[src/rtl/nfc_pkg.sv]
// constants for the notch filter coefficient control block
// Contract
// RL1: notch filtering is applied only while enable bit 7 of the first register is high.
// RL2: each coefficient is a 14-bit two's-complement value, bits 13 down to 0.
// RL3: bit 8 of all four coefficient registers is an update bit.
// RL4: a low-high-low pulse on one update bit loads all coefficients together.
// RL5: while any update bit stays high, coefficients are copied to the filter continuously.
// RL6: writes with all update bits low stay staged until the next update.
package nfc_pkg;

	// register indices, byte address is four times the index
	localparam logic [7:0] NFC_IDX_A0_HI = 8'h3b;
	localparam logic [7:0] NFC_IDX_A0_LO = 8'h3c;
	localparam logic [7:0] NFC_IDX_A1_HI = 8'h3d;
	localparam logic [7:0] NFC_IDX_A1_LO = 8'h3e;
	localparam logic [7:0] NFC_IDX_STATUS = 8'h3f;
	localparam logic [7:0] NFC_ADDR_A0_HI = {NFC_IDX_A0_HI[5:0], 2'b00};
	localparam logic [7:0] NFC_ADDR_A0_LO = {NFC_IDX_A0_LO[5:0], 2'b00};
	localparam logic [7:0] NFC_ADDR_A1_HI = {NFC_IDX_A1_HI[5:0], 2'b00};
	localparam logic [7:0] NFC_ADDR_A1_LO = {NFC_IDX_A1_LO[5:0], 2'b00};
	localparam logic [7:0] NFC_ADDR_STATUS = {NFC_IDX_STATUS[5:0], 2'b00};

	// coefficient register layout
	localparam int NFC_NUM_REGS = 4;
	localparam int NFC_REG_W = 9;
	localparam int NFC_COMMIT_BIT = 8;
	localparam int NFC_ENABLE_BIT = 7;
	localparam int NFC_HALF_W = 7;
	localparam int NFC_COEFF_W = 14;
	localparam logic [8:0] NFC_REG_RST = 9'h000;
	localparam logic [8:0] NFC_MASK_CTRL = 9'h1ff;
	localparam logic [8:0] NFC_MASK_COEFF = 9'h17f;

	// status register fields
	localparam int NFC_ST_A0_LSB = 0;
	localparam int NFC_ST_A1_LSB = 16;
	localparam int NFC_ST_BUSY_BIT = 31;

	// bus widths and answers
	localparam int NFC_ADDR_W = 8;
	localparam int NFC_DATA_W = 32;
	localparam logic [1:0] NFC_RESP_OKAY = 2'h0;
	localparam logic [1:0] NFC_RESP_SLVERR = 2'h2;

	typedef enum logic {
		NFC_BUS_IDLE,
		NFC_BUS_ACK
	} nfc_bus_state_t;

endpackage

[src/rtl/nfc_top.sv]
// notch filter coefficient control with an avalon-mm register slave
//
// The Avalon-MM register port and the register addresses were chosen for this implementation.
`timescale 1ns/100ps
module nfc_top
	import nfc_pkg::*;
(
	input wire logic mclk,
	input wire logic rst_n,
	input wire logic [NFC_ADDR_W-1:0] avs_address,
	input wire logic avs_read,
	input wire logic avs_write,
	input wire logic [NFC_DATA_W-1:0] avs_writedata,
	input wire logic [3:0] avs_byteenable,
	output logic [NFC_DATA_W-1:0] avs_readdata,
	output logic [1:0] avs_response,
	output logic avs_waitrequest,
	output logic notch_enable,
	output logic [NFC_COEFF_W-1:0] notch_coeff_zero,
	output logic [NFC_COEFF_W-1:0] notch_coeff_one
);

	nfc_bus_state_t state;
	nfc_bus_state_t next_state;
	logic [NFC_DATA_W-1:0] next_readdata;
	logic [1:0] next_response;
	logic next_waitrequest;

	logic [NFC_NUM_REGS-1:0] reg_hit;
	logic status_hit;
	logic addr_hit;
	logic coeff_hit;
	logic wr_fire;
	logic req;
	logic [8:0] reg_q [NFC_NUM_REGS];
	logic [NFC_NUM_REGS-1:0] commit_bits;
	logic commit_any;
	logic [NFC_COEFF_W-1:0] staged_zero;
	logic [NFC_COEFF_W-1:0] staged_one;
	logic [NFC_DATA_W-1:0] rd_mux;

	// address decode: aligned word addresses only
	always_comb begin
		reg_hit[0] = (avs_address == NFC_ADDR_A0_HI);
		reg_hit[1] = (avs_address == NFC_ADDR_A0_LO);
		reg_hit[2] = (avs_address == NFC_ADDR_A1_HI);
		reg_hit[3] = (avs_address == NFC_ADDR_A1_LO);
		status_hit = (avs_address == NFC_ADDR_STATUS);
		coeff_hit = |reg_hit;
		addr_hit = coeff_hit | status_hit;
	end

	// a write lands on the edge where the master sees waitrequest low
	assign req = avs_read | avs_write;
	assign wr_fire = avs_write & (state == NFC_BUS_ACK);

	// four coefficient registers; the first also holds the filter enable
	generate
		for (genvar i = 0; i < NFC_NUM_REGS; i++) begin : g_reg
			nfc_coeff_reg #(
				.WMASK((i == 0) ? NFC_MASK_CTRL : NFC_MASK_COEFF),
				.RST_VAL(NFC_REG_RST)
			) u_reg (
				.mclk(mclk),
				.rst_n(rst_n),
				.we(wr_fire & reg_hit[i]),
				.be(avs_byteenable[1:0]),
				.wdata(avs_writedata[8:0]),
				.q(reg_q[i])
			);
			assign commit_bits[i] = reg_q[i][NFC_COMMIT_BIT]; // RL3
		end
	endgenerate

	// any one update bit is enough to start a load
	assign commit_any = |commit_bits; // RL3 RL5

	// staged coefficients, high seven bits first, two's complement
	assign staged_zero = {reg_q[0][NFC_HALF_W-1:0], reg_q[1][NFC_HALF_W-1:0]}; // RL2
	assign staged_one = {reg_q[2][NFC_HALF_W-1:0], reg_q[3][NFC_HALF_W-1:0]}; // RL2

	// filter enable is live, it needs no update pulse
	assign notch_enable = reg_q[0][NFC_ENABLE_BIT]; // RL1

	// active coefficient set driven to the filter
	nfc_commit #(
		.COEFF_W(NFC_COEFF_W)
	) u_commit (
		.mclk(mclk),
		.rst_n(rst_n),
		.commit_any(commit_any),
		.staged_zero(staged_zero),
		.staged_one(staged_one),
		.active_zero(notch_coeff_zero),
		.active_one(notch_coeff_one)
	);

	// read data selection; reserved bits read as zero
	always_comb begin
		rd_mux = '0;
		if (reg_hit[0]) begin
			rd_mux[8:0] = reg_q[0];
		end else if (reg_hit[1]) begin
			rd_mux[8:0] = reg_q[1];
		end else if (reg_hit[2]) begin
			rd_mux[8:0] = reg_q[2];
		end else if (reg_hit[3]) begin
			rd_mux[8:0] = reg_q[3];
		end else if (status_hit) begin
			rd_mux[NFC_ST_A0_LSB +: NFC_COEFF_W] = notch_coeff_zero;
			rd_mux[NFC_ST_A1_LSB +: NFC_COEFF_W] = notch_coeff_one;
			rd_mux[NFC_ST_BUSY_BIT] = commit_any;
		end
	end

	// bus handshake: one wait cycle, then one answer cycle
	always_comb begin
		next_state = state;
		next_readdata = avs_readdata;
		next_response = avs_response;
		next_waitrequest = 1'b1;
		case (state)
			NFC_BUS_IDLE: begin
				if (req) begin
					next_state = NFC_BUS_ACK;
					next_waitrequest = 1'b0;
					next_response = addr_hit ? NFC_RESP_OKAY : NFC_RESP_SLVERR;
					next_readdata = avs_read ? rd_mux : '0;
				end
			end
			NFC_BUS_ACK: begin
				next_state = NFC_BUS_IDLE;
			end
			default: begin
				next_state = NFC_BUS_IDLE;
			end
		endcase
	end

	// register the bus answer
	always_ff @(posedge mclk or negedge rst_n) begin
		if (!rst_n) begin
			state <= NFC_BUS_IDLE;
			avs_readdata <= '0;
			avs_response <= NFC_RESP_OKAY;
			avs_waitrequest <= 1'b1;
		end else begin
			state <= next_state;
			avs_readdata <= next_readdata;
			avs_response <= next_response;
			avs_waitrequest <= next_waitrequest;
		end
	end
endmodule

[src/rtl/nfc_coeff_reg.sv]
// one nine-bit control register with byte-lane writes and a write mask
`timescale 1ns/100ps
module nfc_coeff_reg
	import nfc_pkg::*;
#(
	parameter logic [8:0] WMASK = NFC_MASK_COEFF,
	parameter logic [8:0] RST_VAL = NFC_REG_RST
) (
	input wire logic mclk,
	input wire logic rst_n,
	input wire logic we,
	input wire logic [1:0] be,
	input wire logic [8:0] wdata,
	output logic [8:0] q
);

	logic [8:0] next_q;

	// low lane writes bits 7:0, next lane the update bit; masked bits stay zero
	always_comb begin
		next_q = q;
		if (we) begin
			if (be[0]) begin
				next_q[7:0] = wdata[7:0] & WMASK[7:0];
			end
			if (be[1]) begin
				next_q[8] = wdata[8] & WMASK[8];
			end
		end
	end

	// register the value
	always_ff @(posedge mclk or negedge rst_n) begin
		if (!rst_n) begin
			q <= RST_VAL;
		end else begin
			q <= next_q;
		end
	end

endmodule

[src/rtl/nfc_commit.sv]
// active coefficient set, loaded from staging while an update bit is high
`timescale 1ns/100ps
module nfc_commit
	import nfc_pkg::*;
#(
	parameter int COEFF_W = NFC_COEFF_W
) (
	input wire logic mclk,
	input wire logic rst_n,
	input wire logic commit_any,
	input wire logic [COEFF_W-1:0] staged_zero,
	input wire logic [COEFF_W-1:0] staged_one,
	output logic [COEFF_W-1:0] active_zero,
	output logic [COEFF_W-1:0] active_one
);

	logic [COEFF_W-1:0] next_zero;
	logic [COEFF_W-1:0] next_one;

	// both coefficients move together, never one without the other
	always_comb begin
		next_zero = active_zero;
		next_one = active_one;
		if (commit_any) begin // RL4 RL5
			next_zero = staged_zero;
			next_one = staged_one;
		end
	end

	// hold the active set; staged writes wait here until an update
	always_ff @(posedge mclk or negedge rst_n) begin // RL6
		if (!rst_n) begin
			active_zero <= '0;
			active_one <= '0;
		end else begin
			active_zero <= next_zero;
			active_one <= next_one;
		end
	end

endmodule

[config.mk]
export PLATFORM = sky130hd
export DESIGN_NAME = nfc_top
export DESIGN_NICKNAME = d
export VERILOG_FILES = /design/src/rtl/nfc_pkg.sv /design/src/rtl/nfc_top.sv /design/src/rtl/nfc_coeff_reg.sv /design/src/rtl/nfc_commit.sv
export SDC_FILE = /design/constraint.sdc
export NUM_CORES = 1
export LEC_CHECK = 0
export BUFFER_PORTS_ARGS = -buffer_cell sky130_fd_sc_hd__buf_2
export CORE_UTILIZATION = 56
export CTS_CLUSTER_DIAMETER = 100
export DETAILED_ROUTE_END_ITERATION = 8
export GPL_ROUTABILITY_DRIVEN = 0
export GPL_TIMING_DRIVEN = 1
export PLACE_DENSITY = 0.84
export SLEW_MARGIN = 30
export SYNTH_ARGS = -nofsm -noshare
export SYNTH_HDL_FRONTEND = slang
export SYNTH_HIERARCHICAL = 1
export SYNTH_SLANG_ARGS = --single-unit
[constraint.sdc]
create_clock -name mclk -period 3.65 [get_ports mclk]
set_input_delay 1.095 -clock mclk [delete_from_list [all_inputs] [get_ports mclk]]
set_output_delay 1.095 -clock mclk [all_outputs]
set_load 0.05 [all_outputs]
After elaboration in Yosys (flattened, before gate mapping):

Cells that the tools add are included.
W data, S select, Z words.

* register bits: 97
* bits of input ports: 48
* output and inout port bits: 64

* equal/unequal tests: 5
* mux-type cells: 25
* bitwise operators: 8
* reduce and logical (&&, ||, !) cells: 11

Operator list (count)
* $mux W14: 6
* $eq A8 B8 Y1 const B: 5
* $mux W9: 4
* $mux W32: 1
* $mux W5: 4
* $reduce_and A2 Y1: 9
* $mux W1: 8
* $reduce_or A4 Y1: 2
* $and A1 B1 Y1: 5
* $mux W2: 1
* $or A1 B1 Y1: 2
* $pmux W1 S2: 1
* $not A1 Y1: 1

Depth between registers and ports, before layout:

* depth after elaboration: 7
* depth in mapped cells: 7
* gate-level depth less buffers: 6

Cells and area by module:

Netlist, hierarchy kept.

By module, submodules not included
* nfc_top: instances 1, cells an instance 166, area an instance 1759.2 um^2, sequential area each 802.0 um^2
* nfc_commit: instances 1, cells an instance 59, area an instance 1142.3 um^2, sequential area each 700.7 um^2
* nfc_coeff_reg at g_reg[1].u_reg ...: instances 3, cells an instance 20, area an instance 311.5 um^2, sequential area each 200.2 um^2
* nfc_coeff_reg at g_reg[0].u_reg: instances 1, cells an instance 20, area an instance 336.6 um^2, sequential area each 225.2 um^2

Worst setup path after synthesis:

OpenSTA, ideal clock, no wires.

* kind: input -> register
* start point: in avs_address[3]
* end point: reg g_reg[0].u_reg.q[0]
* library setup time: 0.125 ns
* data arrival time: 2.518 ns
* data required time: 3.525 ns
* slack: 1.007 ns
* stages: 7
* buffers on the path: 2
* path through: buf_2 > nand3b_4 > or4_1 > buf_6 > nor2_1 > nand2_2 > mux2_2

* cells in the longest elaborated chain, start to end: 3

Ends and longest elaborated chain
* from (decl): line nfc_top.sv:10 `input wire logic [NFC_ADDR_W-1:0] avs_address,`
* $eq A8 B8 Y1: line nfc_top.sv:44 `reg_hit[0] = (avs_address == NFC_ADDR_A0_HI);`
* $and A1 B1 Y1: line nfc_top.sv:66 `.we(wr_fire & reg_hit[i]),`
* $reduce_and A2 Y1 (no line)
* to (signal assigned): line nfc_coeff_reg.sv:37 `q <= next_q;`
* to (decl): line nfc_coeff_reg.sv:14 `output logic [8:0] q`

Every way passes these cells.
A chain may end at the register's enable or synchronous reset.

Worst setup path in the final report:

* start point: in avs_address[6]
* end point: reg g_reg[0].u_reg.q[4]

Same word-level chain as after synthesis.

==> impl_results.html <==
<table>
<tr><th>Metric</th><th>Value</th></tr>
<tr><th colspan="2">Outcome</th></tr>
<tr><td>Outcome</td><td>finished clean</td></tr>
<tr><th colspan="2">STA</th></tr>
<tr><td>Final Hold Viols</td><td>0</td></tr>
<tr><td>Final worst path period need</td><td>2.64 ns</td></tr>
<tr><td>Worst hold slack</td><td>0.496 ns</td></tr>
<tr><td>Final setup viols</td><td>0</td></tr>
<tr><td>Relative max-transition margin</td><td>41.2%</td></tr>
<tr><td>Final period util</td><td>72.4%</td></tr>
<tr><td>Slew at the pin closest to its max-slew limit</td><td>0.883 ns</td></tr>
<tr><td>Skew final</td><td>0.00847 ns</td></tr>
<tr><td>Total Negative Setup Slacks</td><td>0 ns</td></tr>
<tr><td>RSZ-0062 raised after global routing</td><td>false</td></tr>
<tr><td>Number of pins exceeding their max-slew limit in the final report</td><td>0</td></tr>
<tr><td>Final setup margin</td><td>1.01 ns</td></tr>
<tr><td>Max Fclk</td><td>378 MHz</td></tr>
<tr><th colspan="2">Critical path</th></tr>
<tr><td>Largest delay contributor family on the critical path</td><td>simple AND/OR/NAND/NOR gates</td></tr>
<tr><td>WP data arrival</td><td>2.89 ns</td></tr>
<tr><td>Series of cell instances along the critical path</td><td>buf_2 -&gt; nand3_1 -&gt; or4_1 -&gt; nor2_1 -&gt; nand2_2 -&gt; mux2_2</td></tr>
<tr><td>FF-to-FF path depth</td><td>3</td></tr>
<tr><td>Critical Path RT</td><td>3.90 ns</td></tr>
<tr><td>Capturing element type of the critical path</td><td>flip-flop</td></tr>
<tr><td>Delay of the slowest cell on the worst path</td><td>0.62 ns</td></tr>
<tr><td>Setup crit start kind</td><td>input port</td></tr>
<tr><td>Worst r2r dst</td><td>u_commit/active_zero[4]</td></tr>
<tr><td>FF-to-FF setup slack</td><td>1.45 ns</td></tr>
<tr><td>Type of the setup path with the least slack</td><td>in2reg</td></tr>
<tr><td>Reg2reg start</td><td>g_reg[0].u_reg/q[8]</td></tr>
<tr><td>Maximum fanout along the worst path</td><td>11</td></tr>
<tr><td>Buffers &amp; Inverters on Critical Path</td><td>1</td></tr>
<tr><td>Slowest library cell on the worst path</td><td>sky130_fd_sc_hd__or4_1</td></tr>
<tr><th colspan="2">Cells and area</th></tr>
<tr><td>Commonest non-fill, non-tap cell in the layout</td><td>sky130_fd_sc_hd__dfrtp_1</td></tr>
<tr><td>Sequential cell area in the final layout</td><td>2330 sq um</td></tr>
<tr><td>Multi-input logic area</td><td>1640 sq um</td></tr>
<tr><td>Fraction of layout cells with a size suffix above 1</td><td>47.6%</td></tr>
<tr><td>Commonest cells after routing, fill and taps aside</td><td>92 x sky130_fd_sc_hd__dfrtp_1, 81 x sky130_fd_sc_hd__buf_2, 43 x sky130_fd_sc_hd__mux2_2, 29 x sky130_fd_sc_hd__a22o_1, 20 x sky130_fd_sc_hd__mux2_4</td></tr>
<tr><td>Final Net Count</td><td>432</td></tr>
<tr><td>Final core area utilization</td><td>66.8%</td></tr>
<tr><td>Design Area, Final</td><td>4820 sq um</td></tr>
<tr><td>Layout fillers</td><td>560</td></tr>
<tr><td>Count of inserted antenna diode cells</td><td>0</td></tr>
<tr><td>Area growth syn-to-layout</td><td>15.4%</td></tr>
<tr><th colspan="2">Synthesis</th></tr>
<tr><td>Post-synth EDFFs</td><td>0</td></tr>
<tr><td>Post-Synthesis Cell Area</td><td>4170 sq um</td></tr>
<tr><td>Avg Cell Area, Syn</td><td>13.7 sq um</td></tr>
<tr><td>Sequential share of the synthesized area</td><td>55.8%</td></tr>
<tr><td>Count of synthesis-stage warnings from yosys</td><td>6</td></tr>
<tr><td>Count of state elements after synthesis</td><td>93</td></tr>
<tr><td>Share of flip-flops with an asynchronous set or reset</td><td>100%</td></tr>
<tr><td>Gate count of the mapped netlist</td><td>305</td></tr>
<tr><td>Netlist cell types</td><td>32</td></tr>
<tr><td>Primary FF master, synth</td><td>sky130_fd_sc_hd__dfrtp_1</td></tr>
<tr><th colspan="2">Worst hold path</th></tr>
<tr><td>Number of cells on the worst hold path</td><td>2</td></tr>
<tr><td>Worst min-delay path startpoint</td><td>avs_readdata[6]</td></tr>
<tr><td>Classification of the worst-slack hold path</td><td>reg2reg</td></tr>
<tr><td>Worst hold path endpoint</td><td>avs_readdata[6]</td></tr>
<tr><th colspan="2">Detailed routing</th></tr>
<tr><td>Iter 0 DRT Violations</td><td>213</td></tr>
<tr><td>Total length of routed wires</td><td>9160 um</td></tr>
<tr><td>Drt drc</td><td>0</td></tr>
<tr><td>Via count</td><td>2814</td></tr>
<tr><td>Via/cell ratio</td><td>5.77</td></tr>
<tr><td>Routed length per instance</td><td>18.8 um</td></tr>
<tr><td>Number of nets still failing antenna checks after routing</td><td>0</td></tr>
<tr><td>Number of iterations in the first detailed-routing pass</td><td>4</td></tr>
<tr><th colspan="2">Floorplanning</th></tr>
<tr><td>IO Pins</td><td>112</td></tr>
<tr><td>Die Span X</td><td>88.3 um</td></tr>
<tr><td>Vertical die dimension</td><td>88.3 um</td></tr>
<tr><td>Core footprint</td><td>7210 sq um</td></tr>
<tr><td>Die area</td><td>7800 sq um</td></tr>
<tr><td>Number of cell rows</td><td>31</td></tr>
<tr><td>Initial standard-cell utilization of the core</td><td>57.8%</td></tr>
<tr><th colspan="2">Power and ir drop</th></tr>
<tr><td>Max rail drop VDD</td><td>0.000241 V</td></tr>
<tr><td>Leak pwr</td><td>0.00250 uW</td></tr>
<tr><td>P per Cell Area</td><td>410 nW/um^2</td></tr>
<tr><th colspan="2">CTS</th></tr>
<tr><td>Num Clock Sinks</td><td>93</td></tr>
<tr><td>Post-CTS Setup Inserts</td><td>0</td></tr>
<tr><td>Quantity of hold-fixing buffers added after cts</td><td>0</td></tr>
<tr><td>CTS H-Tree Depth</td><td>3</td></tr>
<tr><td>Clock-pin slew reported for the worst setup and hold paths after clock tree synthesis</td><td>0.09 ns</td></tr>
<tr><td>Max clock buf depth</td><td>2</td></tr>
<tr><td>Root cell of the clock tree</td><td>sky130_fd_sc_hd__clkbuf_8</td></tr>
<tr><td>Clock insertion delay at the later pin of the skew report</td><td>0.36 ns</td></tr>
<tr><td>TritonCTS buffer count</td><td>9</td></tr>
<tr><td>CTS tree</td><td>built</td></tr>
<tr><td>Total of cells resized after clock tree synthesis</td><td>0</td></tr>
<tr><th colspan="2">Global route</th></tr>
<tr><td>First-pass GRT wire length</td><td>14400 um</td></tr>
<tr><td>Total GRT Usage</td><td>24.9%</td></tr>
<tr><td>Vias in the first global route</td><td>2769</td></tr>
<tr><td>Pin count of the biggest net entering global routing</td><td>94</td></tr>
<tr><td>Number of antenna violations at the first check in global routing</td><td>0</td></tr>
<tr><td>Overall overflow remaining after global route</td><td>0</td></tr>
<tr><th colspan="2">Placement</th></tr>
<tr><td>Sum of net half-perimeters after detailed placement</td><td>6090 um</td></tr>
<tr><td>Number of port buffers</td><td>82</td></tr>
<tr><td>Placed instance area</td><td>4600 sq um</td></tr>
<tr><td>Setup slack after placement</td><td>0.663 ns</td></tr>
<tr><th colspan="2">Run</th></tr>
<tr><td>Max Cap Violations</td><td>0</td></tr>
</table>
-- worst reg2reg max path: stages, from the launching register on --
cell and delay (ns):
sky130_fd_sc_hd__dfrtp_1 0.41, sky130_fd_sc_hd__or4_1 0.95, sky130_fd_sc_hd__buf_4 0.40, sky130_fd_sc_hd__mux2_4 0.33
-- cells in the mapped netlist, types with 4 or more instances --
cell type,instances,area share (%)
sky130_fd_sc_hd__mux2_2,43,12
sky130_fd_sc_hd__o21ai_1,10,1.2
sky130_fd_sc_hd__mux2_1,7,1.9
sky130_fd_sc_hd__a22oi_1,9,1.6
sky130_fd_sc_hd__nand2_2,4,0.60
sky130_fd_sc_hd__buf_2,6,0.72
sky130_fd_sc_hd__o21ai_2,9,1.9
sky130_fd_sc_hd__o32ai_1,9,1.9
sky130_fd_sc_hd__inv_1,10,0.90
sky130_fd_sc_hd__buf_4,7,1.3
sky130_fd_sc_hd__conb_1,4,0.36
sky130_fd_sc_hd__nand2_1,15,1.3
sky130_fd_sc_hd__dfrtp_1,92,55
sky130_fd_sc_hd__a22o_1,29,6.1
sky130_fd_sc_hd__mux2_4,20,7.2
sky130_fd_sc_hd__clkbuf_1,6,0.54
-- logic make-up (layout without fill, tap and decap cells) --
logic type	after synthesis	count (layout)	synth area share [%]
AOI/OAI and AO/OA	68	68	13.0
and+or+nand+nor	36	36	4.98
buffers and inverters	34	115	5.19
muxes	70	70	20.7
other	4	7	0.360
DFF	93	93	55.8
-- worst max path at each step --
stage,slack (ns),depth (start not counted),end,from
2_1_floorplan,1.01,7,g_reg[0].u_reg/q[0],avs_address[3]
3_3_place_gp,0.72,6,g_reg[0].u_reg/q[3],avs_address[6]
3_5_place_dp,0.66,6,g_reg[0].u_reg/q[1],avs_address[6]
4_1_cts,1.04,6,g_reg[0].u_reg/q[3],avs_address[6]
5_1_grt,0.85,6,g_reg[0].u_reg/q[4],avs_address[6]
6_report,1.01,6,g_reg[0].u_reg/q[4],avs_address[6]
-- report_power, final --
| group | total, uW | switching, uW | leakage, uW | internal, uW |
|---|---|---|---|---|
| clock | 741 | 355 | 0.000107 | 386 |
| sequential | 1060 | 11.2 | 0.00129 | 1050 |
| combinational | 179 | 129 | 0.00111 | 49.7 |
-- flip-flops by register name (all words and copies together), names as in the netlist --
signal and flops:
g.u_reg/q 33, avs_waitrequest 1, u_commit/active_zero 14, state 1, avs_readdata 29, avs_response 1
u_commit/active_one 14
-- metrics by stage --
step / std cells / power, uW
CTS: 488 / 1990
global placement: 472 / 1250
detailed placement: 472 / 1250
global route: 488 / 2060
floorplan: 308 / 1200
finish: 488 / 1980
-- final cells by class --
cell class,instances,share of cell area (%)
clock buffers,10,2.65
well taps,99,2.57
inverters,10,0.779
clock inverters,6,1.79
repair buffers,89,9.74
multi-input cells,181,34.1
flip-flops and latches,93,48.4
-- layer usage --
layer,GRT usage (%),share of wire (%),vias to the layer above
li1,-,-,1254
met5,0,0,-
met3,5.22,6.6,8
met4,8.50,0.86,0
met1,35.4,45,1432
met2,38.4,47,120
No activity file was read; power rests on OpenSTA's default activity.
